**src/hw/hid_defs.vh**
```
// Register map, field positions and reset values of the interrupt descriptor decoder
`ifndef HID_DEFS_VH
`define HID_DEFS_VH
`define HID_ADDR_W         8
`define HID_OFF_DESC_LO    8'h00
`define HID_OFF_DESC_HI    8'h04
`define HID_OFF_SCHED      8'h08
`define HID_OFF_STATUS     8'h0c
`define HID_OFF_IRQ_STAT   8'h10
`define HID_OFF_IRQ_MASK   8'h14
`define HID_LO_VALID       0
`define HID_LO_BYTES_LSB   3
`define HID_LO_BYTES_MSB   17
`define HID_LO_MAXP_LSB    18
`define HID_LO_MAXP_MSB    28
`define HID_LO_MULT_LSB    29
`define HID_LO_MULT_MSB    30
`define HID_LO_EP0         31
`define HID_LO_WMASK       32'hffff_fff9
`define HID_HI_EPH_LSB     0
`define HID_HI_EPH_MSB     2
`define HID_HI_ADDR_LSB    3
`define HID_HI_ADDR_MSB    9
`define HID_HI_TOKEN_LSB   10
`define HID_HI_TOKEN_MSB   11
`define HID_HI_KIND_LSB    12
`define HID_HI_KIND_MSB    13
`define HID_HI_SPLIT       14
`define HID_HI_WMASK       32'h0000_7fff
`define HID_SC_FRAME_LSB   0
`define HID_SC_FRAME_MSB   7
`define HID_SC_MASK_LSB    8
`define HID_SC_MASK_MSB    15
`define HID_SC_IVL_LSB     16
`define HID_SC_IVL_MSB     19
`define HID_SC_WMASK       32'h000f_ffff
`define HID_KIND_INTR      2'h3
`define HID_TOKEN_OUT      2'h0
`define HID_TOKEN_IN       2'h1
`define HID_IVL_MS_FIRST   4'h5
`define HID_IVL_MAX        4'h9
`define HID_IRQ_DONE       0
`define HID_IRQ_FATAL      1
`define HID_IRQ_CFG        2
`define HID_IRQ_W          3
`define HID_RST_32         32'h0000_0000
`define HID_RST_HI         15'h0000
`define HID_RST_SC         20'h00000
`define HID_RST_REM        15'h0000
`define HID_RST_MULT       2'h0
`endif

```
**src/hw/hid_desc_decode.v**
```verilog
// Periodic high-speed interrupt descriptor decoder and packet sequencer
//
// Operation
// Interval codes 1 to 4 need frame field bits 7:3 at zero and poll only by the activity mask.
// Interval codes 5 to 9 match 1 to 5 low frame phase bits, and the mask picks the microframe.
// Descriptor bit 46 selects a direct high-speed transaction at 0 and a split transaction at 1.
// Endpoint kind 11b marks an interrupt endpoint, the only kind this decoder executes.
// Token field 00 issues an OUT token and 01 an IN token.
// Each packet goes to the function named by the 7-bit function address.
// The 4-bit endpoint number joins the three low bits of the upper word and bit 31 of the lower word.
// At most as many packets as the 2-bit multiplier says are issued per execution.
// Software programs the multiplier as 01b, 10b or 11b and never 00b.
// No single packet exceeds the 11-bit maximum payload size.
// The total transfer comes from the 15-bit byte count, covering up to 32 kbytes.
// The valid bit is cleared when the descriptor completes or at once on a fatal error.
// Software sets the valid bit to 1 when it has payload, keeping the descriptor live across frames.
//
// Local design decisions: the register addresses and strobed register access.
`timescale 1ns/1ps
`include "hid_defs.vh"

module hid_desc_decode (
  input  wire        clk_sys,          // 125 MHz core clock
  input  wire        rstn,             // Asynchronous reset
  input  wire [7:0]  reg_addr,         // Register byte address
  input  wire [31:0] reg_wdata,        // Write data
  input  wire        reg_wr,           // Write strobe
  input  wire        reg_rd,           // Read strobe
  output reg  [31:0] reg_rdata,        // Read data, cycle after the strobe
  input  wire        uframe_start,     // Pulse at each microframe start
  input  wire [4:0]  frame_num,        // Low bits of current frame number
  input  wire [2:0]  uframe_num,       // Microframe within the frame
  input  wire        pkt_done,         // Packet finished on the bus
  input  wire [10:0] pkt_bytes,        // Bytes moved by that packet
  input  wire        fatal_err,        // Fatal error from the bus engine
  output reg         pkt_start,        // One-cycle packet request
  output reg         pkt_is_in,        // Token is IN when high
  output reg         pkt_split,        // Split transaction when high
  output reg  [6:0]  pkt_function,     // Target function address
  output reg  [3:0]  pkt_endpoint,     // Target endpoint number
  output reg  [10:0] pkt_len,          // Bytes requested this packet
  output reg         irq               // Level interrupt
);

  localparam [1:0] ST_IDLE  = 2'h0;
  localparam [1:0] ST_ISSUE = 2'h1;
  localparam [1:0] ST_WAIT  = 2'h2;

  reg  [31:0]          lo_q;
  reg  [14:0]          hi_q;
  reg  [19:0]          sc_q;
  reg  [1:0]           state_q;
  reg  [1:0]           state_d;
  reg  [14:0]          rem_q;
  reg  [14:0]          rem_d;
  reg  [1:0]           mult_left_q;
  reg  [1:0]           mult_left_d;
  reg  [`HID_IRQ_W-1:0] irq_stat_q;
  reg  [`HID_IRQ_W-1:0] irq_mask_q;
  reg  [`HID_IRQ_W-1:0] ev;
  reg                  hw_clear_valid;
  reg                  issue;
  reg  [10:0]          len_d;
  wire [`HID_IRQ_W-1:0] stat_d;

  wire [10:0] max_size  = lo_q[`HID_LO_MAXP_MSB:`HID_LO_MAXP_LSB];
  wire [1:0]  mult      = lo_q[`HID_LO_MULT_MSB:`HID_LO_MULT_LSB];
  wire        valid     = lo_q[`HID_LO_VALID];
  wire [1:0]  token     = hi_q[`HID_HI_TOKEN_MSB:`HID_HI_TOKEN_LSB];
  wire [1:0]  kind      = hi_q[`HID_HI_KIND_MSB:`HID_HI_KIND_LSB];
  wire [7:0]  frame_fld = sc_q[`HID_SC_FRAME_MSB:`HID_SC_FRAME_LSB];
  wire [7:0]  act_mask  = sc_q[`HID_SC_MASK_MSB:`HID_SC_MASK_LSB];
  wire [3:0]  ivl       = sc_q[`HID_SC_IVL_MSB:`HID_SC_IVL_LSB];

  // Exact byte-address match shared by all register write decodes
  function reg_sel;
    input [7:0] addr;
    input [7:0] offset;
    begin
      reg_sel = (addr == offset);
    end
  endfunction

  wire wr_lo = reg_wr && reg_sel(reg_addr, `HID_OFF_DESC_LO);
  wire wr_hi = reg_wr && reg_sel(reg_addr, `HID_OFF_DESC_HI);
  wire wr_sc = reg_wr && reg_sel(reg_addr, `HID_OFF_SCHED);
  wire wr_is = reg_wr && reg_sel(reg_addr, `HID_OFF_IRQ_STAT);
  wire wr_im = reg_wr && reg_sel(reg_addr, `HID_OFF_IRQ_MASK);

  // Phase mask of frame-field bits 7:3 for an interval code
  function [4:0] phase_bits;
    input [3:0] code;
    begin
      case (code)
        4'h5:    phase_bits = 5'h01;
        4'h6:    phase_bits = 5'h03;
        4'h7:    phase_bits = 5'h07;
        4'h8:    phase_bits = 5'h0f;
        4'h9:    phase_bits = 5'h1f;
        default: phase_bits = 5'h00;
      endcase
    end
  endfunction

  // Schedule match for the current microframe
  function sched_hit;
    input [3:0] code;
    input [7:0] ffld;
    input [7:0] amask;
    input [4:0] fnum;
    input [2:0] ufn;
    begin
      if (code < `HID_IVL_MS_FIRST) begin
        // mask-only polling
        sched_hit = (ffld[7:3] == 5'h00) && amask[ufn];
      end else begin
        // frame phase match
        sched_hit = ((ffld[7:3] & phase_bits(code)) == (fnum & phase_bits(code))) && amask[ufn];
      end
    end
  endfunction

  // Configurations that this decoder refuses to run
  // interrupt endpoints only
  wire kind_bad  = (kind != `HID_KIND_INTR);
  // only OUT and IN
  wire token_bad = (token != `HID_TOKEN_OUT) && (token != `HID_TOKEN_IN);
  // A 00b multiplier has no defined behaviour, so it is refused rather than guessed at
  wire mult_bad  = (mult == 2'h0);
  // Interval codes outside 1 to 9 have no polling rate
  wire ivl_bad   = (ivl == 4'h0) || (ivl > `HID_IVL_MAX);
  wire cfg_bad   = kind_bad || token_bad || mult_bad || ivl_bad;

  wire hit = valid && sched_hit(ivl, frame_fld, act_mask, frame_num, uframe_num);

  // remaining bytes, never above the maximum payload size
  function [10:0] clip_len;
    input [14:0] left;
    input [10:0] limit;
    begin
      if (left > {4'h0, limit}) begin
        clip_len = limit;
      end else begin
        clip_len = left[10:0];
      end
    end
  endfunction

  // Bytes the finished packet moved, widened to the counter width
  wire [14:0] moved     = {4'h0, pkt_bytes};
  wire        count_out = (moved >= rem_q);
  // A packet shorter than asked for ends the transfer early
  wire        pkt_short = (pkt_bytes < pkt_len);

  always @* begin
    state_d        = state_q;
    rem_d          = rem_q;
    mult_left_d    = mult_left_q;
    ev             = {`HID_IRQ_W{1'b0}};
    hw_clear_valid = 1'b0;
    issue          = 1'b0;
    // clip packet to the maximum payload size
    len_d          = clip_len(rem_q, max_size);
    case (state_q)
      // A microframe start is only seen here; one that falls mid-packet is dropped
      ST_IDLE: begin
        if (uframe_start && hit) begin
          if (cfg_bad) begin
            ev[`HID_IRQ_CFG] = 1'b1;
            hw_clear_valid   = 1'b1;
          end else begin
            // packet budget per execution
            mult_left_d = mult;
            state_d     = ST_ISSUE;
          end
        end
      end
      ST_ISSUE: begin
        issue   = 1'b1;
        state_d = ST_WAIT;
      end
      ST_WAIT: begin
        if (pkt_done) begin
          rem_d = count_out ? `HID_RST_REM : (rem_q - moved);
          // A short packet ends the transfer as well as an exhausted count
          if (count_out || pkt_short) begin
            // whole descriptor executed
            ev[`HID_IRQ_DONE] = 1'b1;
            hw_clear_valid    = 1'b1;
            state_d           = ST_IDLE;
          end else if (mult_left_q > 2'h1) begin
            mult_left_d = mult_left_q - 2'h1;
            state_d     = ST_ISSUE;
          end else begin
            state_d = ST_IDLE;
          end
        end
      end
      default: begin
        state_d = ST_IDLE;
      end
    endcase
    if (fatal_err && valid) begin
      // fatal error ends it at once
      ev[`HID_IRQ_FATAL] = 1'b1;
      hw_clear_valid     = 1'b1;
      state_d            = ST_IDLE;
    end
  end

  always @(posedge clk_sys or negedge rstn) begin
    if (!rstn) begin
      lo_q <= `HID_RST_32;
    end else if (wr_lo) begin
      // software arms the descriptor; its write wins over a clear
      lo_q <= reg_wdata & `HID_LO_WMASK;
    end else if (hw_clear_valid) begin
      lo_q[`HID_LO_VALID] <= 1'b0;
    end
  end

  always @(posedge clk_sys or negedge rstn) begin
    if (!rstn) begin
      hi_q <= `HID_RST_HI;
    end else if (wr_hi) begin
      hi_q <= reg_wdata[`HID_HI_SPLIT:0];
    end
  end

  always @(posedge clk_sys or negedge rstn) begin
    if (!rstn) begin
      sc_q <= `HID_RST_SC;
    end else if (wr_sc) begin
      sc_q <= reg_wdata[`HID_SC_IVL_MSB:0];
    end
  end

  always @(posedge clk_sys or negedge rstn) begin
    if (!rstn) begin
      state_q <= ST_IDLE;
    end else begin
      state_q <= state_d;
    end
  end

  always @(posedge clk_sys or negedge rstn) begin
    if (!rstn) begin
      mult_left_q <= `HID_RST_MULT;
    end else begin
      mult_left_q <= mult_left_d;
    end
  end

  always @(posedge clk_sys or negedge rstn) begin
    if (!rstn) begin
      rem_q <= `HID_RST_REM;
    end else if (wr_lo) begin
      // total size reloads with each new descriptor
      rem_q <= reg_wdata[`HID_LO_BYTES_MSB:`HID_LO_BYTES_LSB];
    end else begin
      rem_q <= rem_d;
    end
  end

  always @(posedge clk_sys or negedge rstn) begin
    if (!rstn) begin
      pkt_start <= 1'b0;
    end else begin
      pkt_start <= issue;
    end
  end

  // Fields are captured with the request and held until the next one
  always @(posedge clk_sys or negedge rstn) begin
    if (!rstn) begin
      pkt_is_in    <= 1'b0;
      pkt_split    <= 1'b0;
      pkt_function <= 7'h00;
      pkt_endpoint <= 4'h0;
      pkt_len      <= 11'h000;
    end else begin
      if (issue) begin
        // token direction
        pkt_is_in    <= (token == `HID_TOKEN_IN);
        // split or direct execution
        pkt_split    <= hi_q[`HID_HI_SPLIT];
        // function address
        pkt_function <= hi_q[`HID_HI_ADDR_MSB:`HID_HI_ADDR_LSB];
        // endpoint number assembly
        pkt_endpoint <= {hi_q[`HID_HI_EPH_MSB:`HID_HI_EPH_LSB], lo_q[`HID_LO_EP0]};
        pkt_len      <= len_d;
      end
    end
  end

  // Sticky events: a new event beats a simultaneous write-one clear
  genvar gi;
  generate
    for (gi = 0; gi < `HID_IRQ_W; gi = gi + 1) begin : g_stat
      assign stat_d[gi] = ev[gi] | (irq_stat_q[gi] & ~(wr_is & reg_wdata[gi]));
    end
  endgenerate

  always @(posedge clk_sys or negedge rstn) begin
    if (!rstn) begin
      irq_stat_q <= {`HID_IRQ_W{1'b0}};
    end else begin
      irq_stat_q <= stat_d;
    end
  end

  always @(posedge clk_sys or negedge rstn) begin
    if (!rstn) begin
      irq_mask_q <= {`HID_IRQ_W{1'b0}};
    end else if (wr_im) begin
      irq_mask_q <= reg_wdata[`HID_IRQ_W-1:0];
    end
  end

  // Registered so the pin cannot glitch; it trails the status bits by one cycle
  always @(posedge clk_sys or negedge rstn) begin
    if (!rstn) begin
      irq <= 1'b0;
    end else begin
      irq <= |(irq_stat_q & irq_mask_q);
    end
  end

  // Live sequencer state for software, read-only
  wire [31:0] status_word = {13'h0000, mult_left_q, state_q, rem_q};

  always @(posedge clk_sys or negedge rstn) begin
    if (!rstn) begin
      reg_rdata <= `HID_RST_32;
    end else if (reg_rd) begin
      case (reg_addr)
        `HID_OFF_DESC_LO:  reg_rdata <= lo_q;
        `HID_OFF_DESC_HI:  reg_rdata <= {17'h00000, hi_q};
        `HID_OFF_SCHED:    reg_rdata <= {12'h000, sc_q};
        `HID_OFF_STATUS:   reg_rdata <= status_word;
        `HID_OFF_IRQ_STAT: reg_rdata <= {29'h00000000, irq_stat_q};
        `HID_OFF_IRQ_MASK: reg_rdata <= {29'h00000000, irq_mask_q};
        default:           reg_rdata <= `HID_RST_32;
      endcase
    end else begin
      reg_rdata <= `HID_RST_32;
    end
  end

endmodule // hid_desc_decode

```
**config.mk**
```make
export PLATFORM = sky130hd
export DESIGN_NAME = hid_desc_decode
export DESIGN_NICKNAME = d
export VERILOG_FILES = /design/src/hw/hid_desc_decode.v
export VERILOG_INCLUDE_DIRS = /design/src /design/src/hw
export SDC_FILE = /design/constraint.sdc
export NUM_CORES = 1
export LEC_CHECK = 0
export ABC_AREA = 1
export BUFFER_PORTS_ARGS = -buffer_cell sky130_fd_sc_hd__buf_2
export CAP_MARGIN = 20
export CORE_MARGIN = 1.5
export CORE_UTILIZATION = 57
export CTS_CLUSTER_SIZE = 12
export DETAILED_ROUTE_END_ITERATION = 16
export PLACE_DENSITY_LB_ADDON = 0.2
export SYNTH_ARGS = -nofsm -noshare
export SYNTH_HDL_FRONTEND = slang
export SYNTH_SLANG_ARGS = --single-unit
```
**constraint.sdc**
```tcl
create_clock -name clk_sys -period 2.4 [get_ports clk_sys]
set_input_delay 0.24 -clock clk_sys [delete_from_list [all_inputs] [get_ports clk_sys]]
set_output_delay 0.24 -clock clk_sys [all_outputs]
set_load 0.005 [all_outputs]
```
==> out/metrics.yaml <==
final_standard_cell_count_with_taps_included_and_fillers_excluded: 1262
first_pass_grt_wire_length_um: 35300
reg_clk_slew_reported_paths_ps: 60
detailedRoute.firstIterationViolations: 624
power.clock.fraction_pct: 40.8
port_buffers: 123
swShare_pct: 29.7
finalHoldViolations: 0
routed.top_layer: "met4"
cts.htree.levels: 4
antenna_left: 0
clock_skew_ps: 16.9
outcome: "finished clean"
synth_top_area_share_pct: 48.0
clock-sinks: 148
area_delta_synth_final_pct: 20.1
hold_slack_ps: 12.6
crit_path_max_fanout: 18
wirelength_um: 21500
pre_cts_slack_ps: 281
crit_path_arrival_time_ps: 2490
hold_path_class: "in2reg"
die_height_um: 119
net_count_of_the_finished_layout: 1173
ioPinCount: 124
worst_ir_drop_vdd_v: 0.000562
post_synth_num_cell_types: 51
yosys.area.top_type: "sky130_fd_sc_hd__dfrtp_1"
cellPowerDensity_mw_per_mm2: 815
slew_headroom_pct: 57.5
dr_wl_met2_um: 9640
dominantRegCellSynth: "sky130_fd_sc_hd__dfrtp_1"
cts_inserted_buffers: 17
residual_overflow_from_global_routing: 0
grt_pass1_vias: 6747
maximum_number_of_pins_on_one_net_before_global_route_repair: 55
worst_setup_path_start_kind: "register"
layout_worst_path_cycle_share_pct: 91.2
clockRootBuffer: "sky130_fd_sc_hd__clkbuf_16"
final_area_mm2: 0.00926
postSynthAreaPerCell_um2: 8.23
syn_nets: 1037
cell_internal_pwr_mw: 5.31
detail_route.vias_per_cell: 5.50
gp_routability_congestion: 0.928
fp.dieW_um: 119
switching_power_mw: 2.24
placed_cell_area_mm2: 0.00857
post-layout-total-power_mw: 7.55
route.vias.total: 6938
tns_ps: 0
tritoncts: "done"
biggest_area_contributors_in_the_synthesized_netlist: "sky130_fd_sc_hd__dfrtp_1, sky130_fd_sc_hd__nand2_1, sky130_fd_sc_hd__inv_1"
edff_count_synth: 0
placedCellCount: 1229
seqPwrFrac_pct: 38.6
number_of_antenna_violations_at_the_first_check_in_global_routing: 0
detail_route.first_pass.iterations: 5
drive_gt1_share_pct: 19.1
initial_util_pct: 58.2
async_reset_ff_share_pct: 100
core.rowCount: 42
number_of_maximum_capacitance_violations: 0
tightestPinTransition_ps: 636
power_leakage_nw: 4.95
routedWlPerCell_um: 17.0
achievable-frequency_mhz: 457
post_synth_most_frequent_cells: "sky130_fd_sc_hd__nand2_1, sky130_fd_sc_hd__dfrtp_1, sky130_fd_sc_hd__inv_1"
critical_path_required_ps: 2700
rsz_0062_raised_after_global_routing: "no"
logic_pwr_share_pct: 20.7
synthMostInstantiatedCell: "sky130_fd_sc_hd__nand2_1"
slew_viol_final: 0
fraction_of_the_yosys_area_taken_by_sequential_cells_pct: 48.0
dp_hpwl_um: 15700
drt-met1-wl_um: 9490
dieArea_mm2: 0.0142
finish.utilization_pct: 69.9
post-route-worst-setup-slack_ps: 211
yosysWarnings: 0
clk_path_buf_depth: 2
core-area_mm2: 0.0132
synthesis.area_mm2: 0.00771
clock_insertion_delay_worst_skew_ps: 440
cts_setup_buffers: 0
layout_min_cycle_time_ps: 2190
synth_cells: 937
critPathCaptureType: "register"
met3RoutedLength_um: 1620
insertedDiodeCount: 0
post-route-drc-count: 0
gr-usage-all-layers_pct: 32.4
synth_seq_cells: 148
timing.final.setup_violations: 0
criticalPathCategory: "reg2reg"
-- what timing repair did --
item,in CTS,in global routing
endpoints found under the hold margin,52,0
gates resized for setup,0,0
hold buffers,1,0
-- state kept, by name, indices dropped and copies added, names as in the netlist, 2 cells and up --
name and cells:
clip_len.left 15, hi_q 15, irq_mask_q 3, irq_stat_q 3
lo_q 30, mult_left_q 2, pkt_endpoint 4, pkt_function 7
pkt_len 11, reg_rdata 32, sc_q 20, state_q 2
-- power groups by stage --
stage	Combinational, mW	Sequential (mW)	Clock [mW]
6_report	1.56	2.91	3.08
5_1_grt	1.77	2.93	3.20
4_1_cts	1.54	2.90	3.10
3_5_place_dp	1.52	2.94	0
3_3_place_gp	1.51	2.93	0
2_1_floorplan	1.09	2.88	0
-- path summary, 6_finish.rpt --
| path | from | endpoint | slack (ps) | depth (start not counted) |
|---|---|---|---|---|
| max reg2reg | clip_len.left[10] | pkt_len[1] | 210 | 9 |
| max | clip_len.left[10] | pkt_len[1] | 210 | 9 |
| min | reg_wdata[29] | lo_q[29] | 10 | 3 |
| min reg2reg | pkt_endpoint[0] | pkt_endpoint[0] | 480 | 2 |
| min in group asynchronous | rstn | pkt_start | 340 | 2 |
| max in group asynchronous | rstn | sc_q[10] | 1410 | 3 |
-- routing by layer --
layer,vias up,global-route usage (%)
met5,-,0
met4,0,14.1
met3,47,6.75
met2,336,49.3
met1,3238,45.1
li1,3317,-
-- placed cells by master (no fill, tap or decap), types with 3 or more instances in the layout --
master	n
sky130_fd_sc_hd__xor2_1	6
sky130_fd_sc_hd__nor2_4	3
sky130_fd_sc_hd__o221ai_1	5
sky130_fd_sc_hd__nand4_1	6
sky130_fd_sc_hd__inv_1	135
sky130_fd_sc_hd__o211ai_2	7
sky130_fd_sc_hd__bufinv_16	6
sky130_fd_sc_hd__a221oi_1	9
sky130_fd_sc_hd__dfrtp_1	148
sky130_fd_sc_hd__a21oi_1	40
sky130_fd_sc_hd__nand3_1	46
sky130_fd_sc_hd__o22ai_1	11
sky130_fd_sc_hd__nand2_2	7
sky130_fd_sc_hd__buf_2	122
sky130_fd_sc_hd__clkbuf_16	17
sky130_fd_sc_hd__nor2_1	62
sky130_fd_sc_hd__o21ai_1	29
sky130_fd_sc_hd__nor2_2	4
sky130_fd_sc_hd__o21a_1	3
sky130_fd_sc_hd__nand2_1	245
sky130_fd_sc_hd__buf_4	15
sky130_fd_sc_hd__xnor2_1	7
sky130_fd_sc_hd__o21ai_0	73
sky130_fd_sc_hd__inv_6	4
sky130_fd_sc_hd__ha_1	33
-- cell families after synthesis --
group | synth area share (%)
AND/OR/NAND/NOR | 21.6
XOR/XNOR | 1.48
buffers and inverters | 8.65
AO/OA/AOI/OAI | 14.4
flip-flops | 48.0
multiplexers | 0.195
adder cells (fa/ha/maj) | 5.62
-- final cells by class --
cell class                 count  area, µm²
fill                        1114       3980
sequential                   148       3700
multi-input combinational    625       3340
timing repair buffer         141        785
inverter                     140        534
clock buffer                  21        460
clock inverter                11        220
tap                          176        220
-- worst max-delay path, stage by stage (launching register included) --
cell and delay [ps]:
sky130_fd_sc_hd__dfrtp_1 470, sky130_fd_sc_hd__ha_1 340, sky130_fd_sc_hd__nand2_1 110, sky130_fd_sc_hd__nor2_1 60
sky130_fd_sc_hd__a211oi_1 310, sky130_fd_sc_hd__nand3b_4 270, sky130_fd_sc_hd__nand2_1 280, sky130_fd_sc_hd__nand2_1 80
sky130_fd_sc_hd__nand3_1 80, sky130_fd_sc_hd__o21ai_1 60
(Power assumes the default switching activity.)
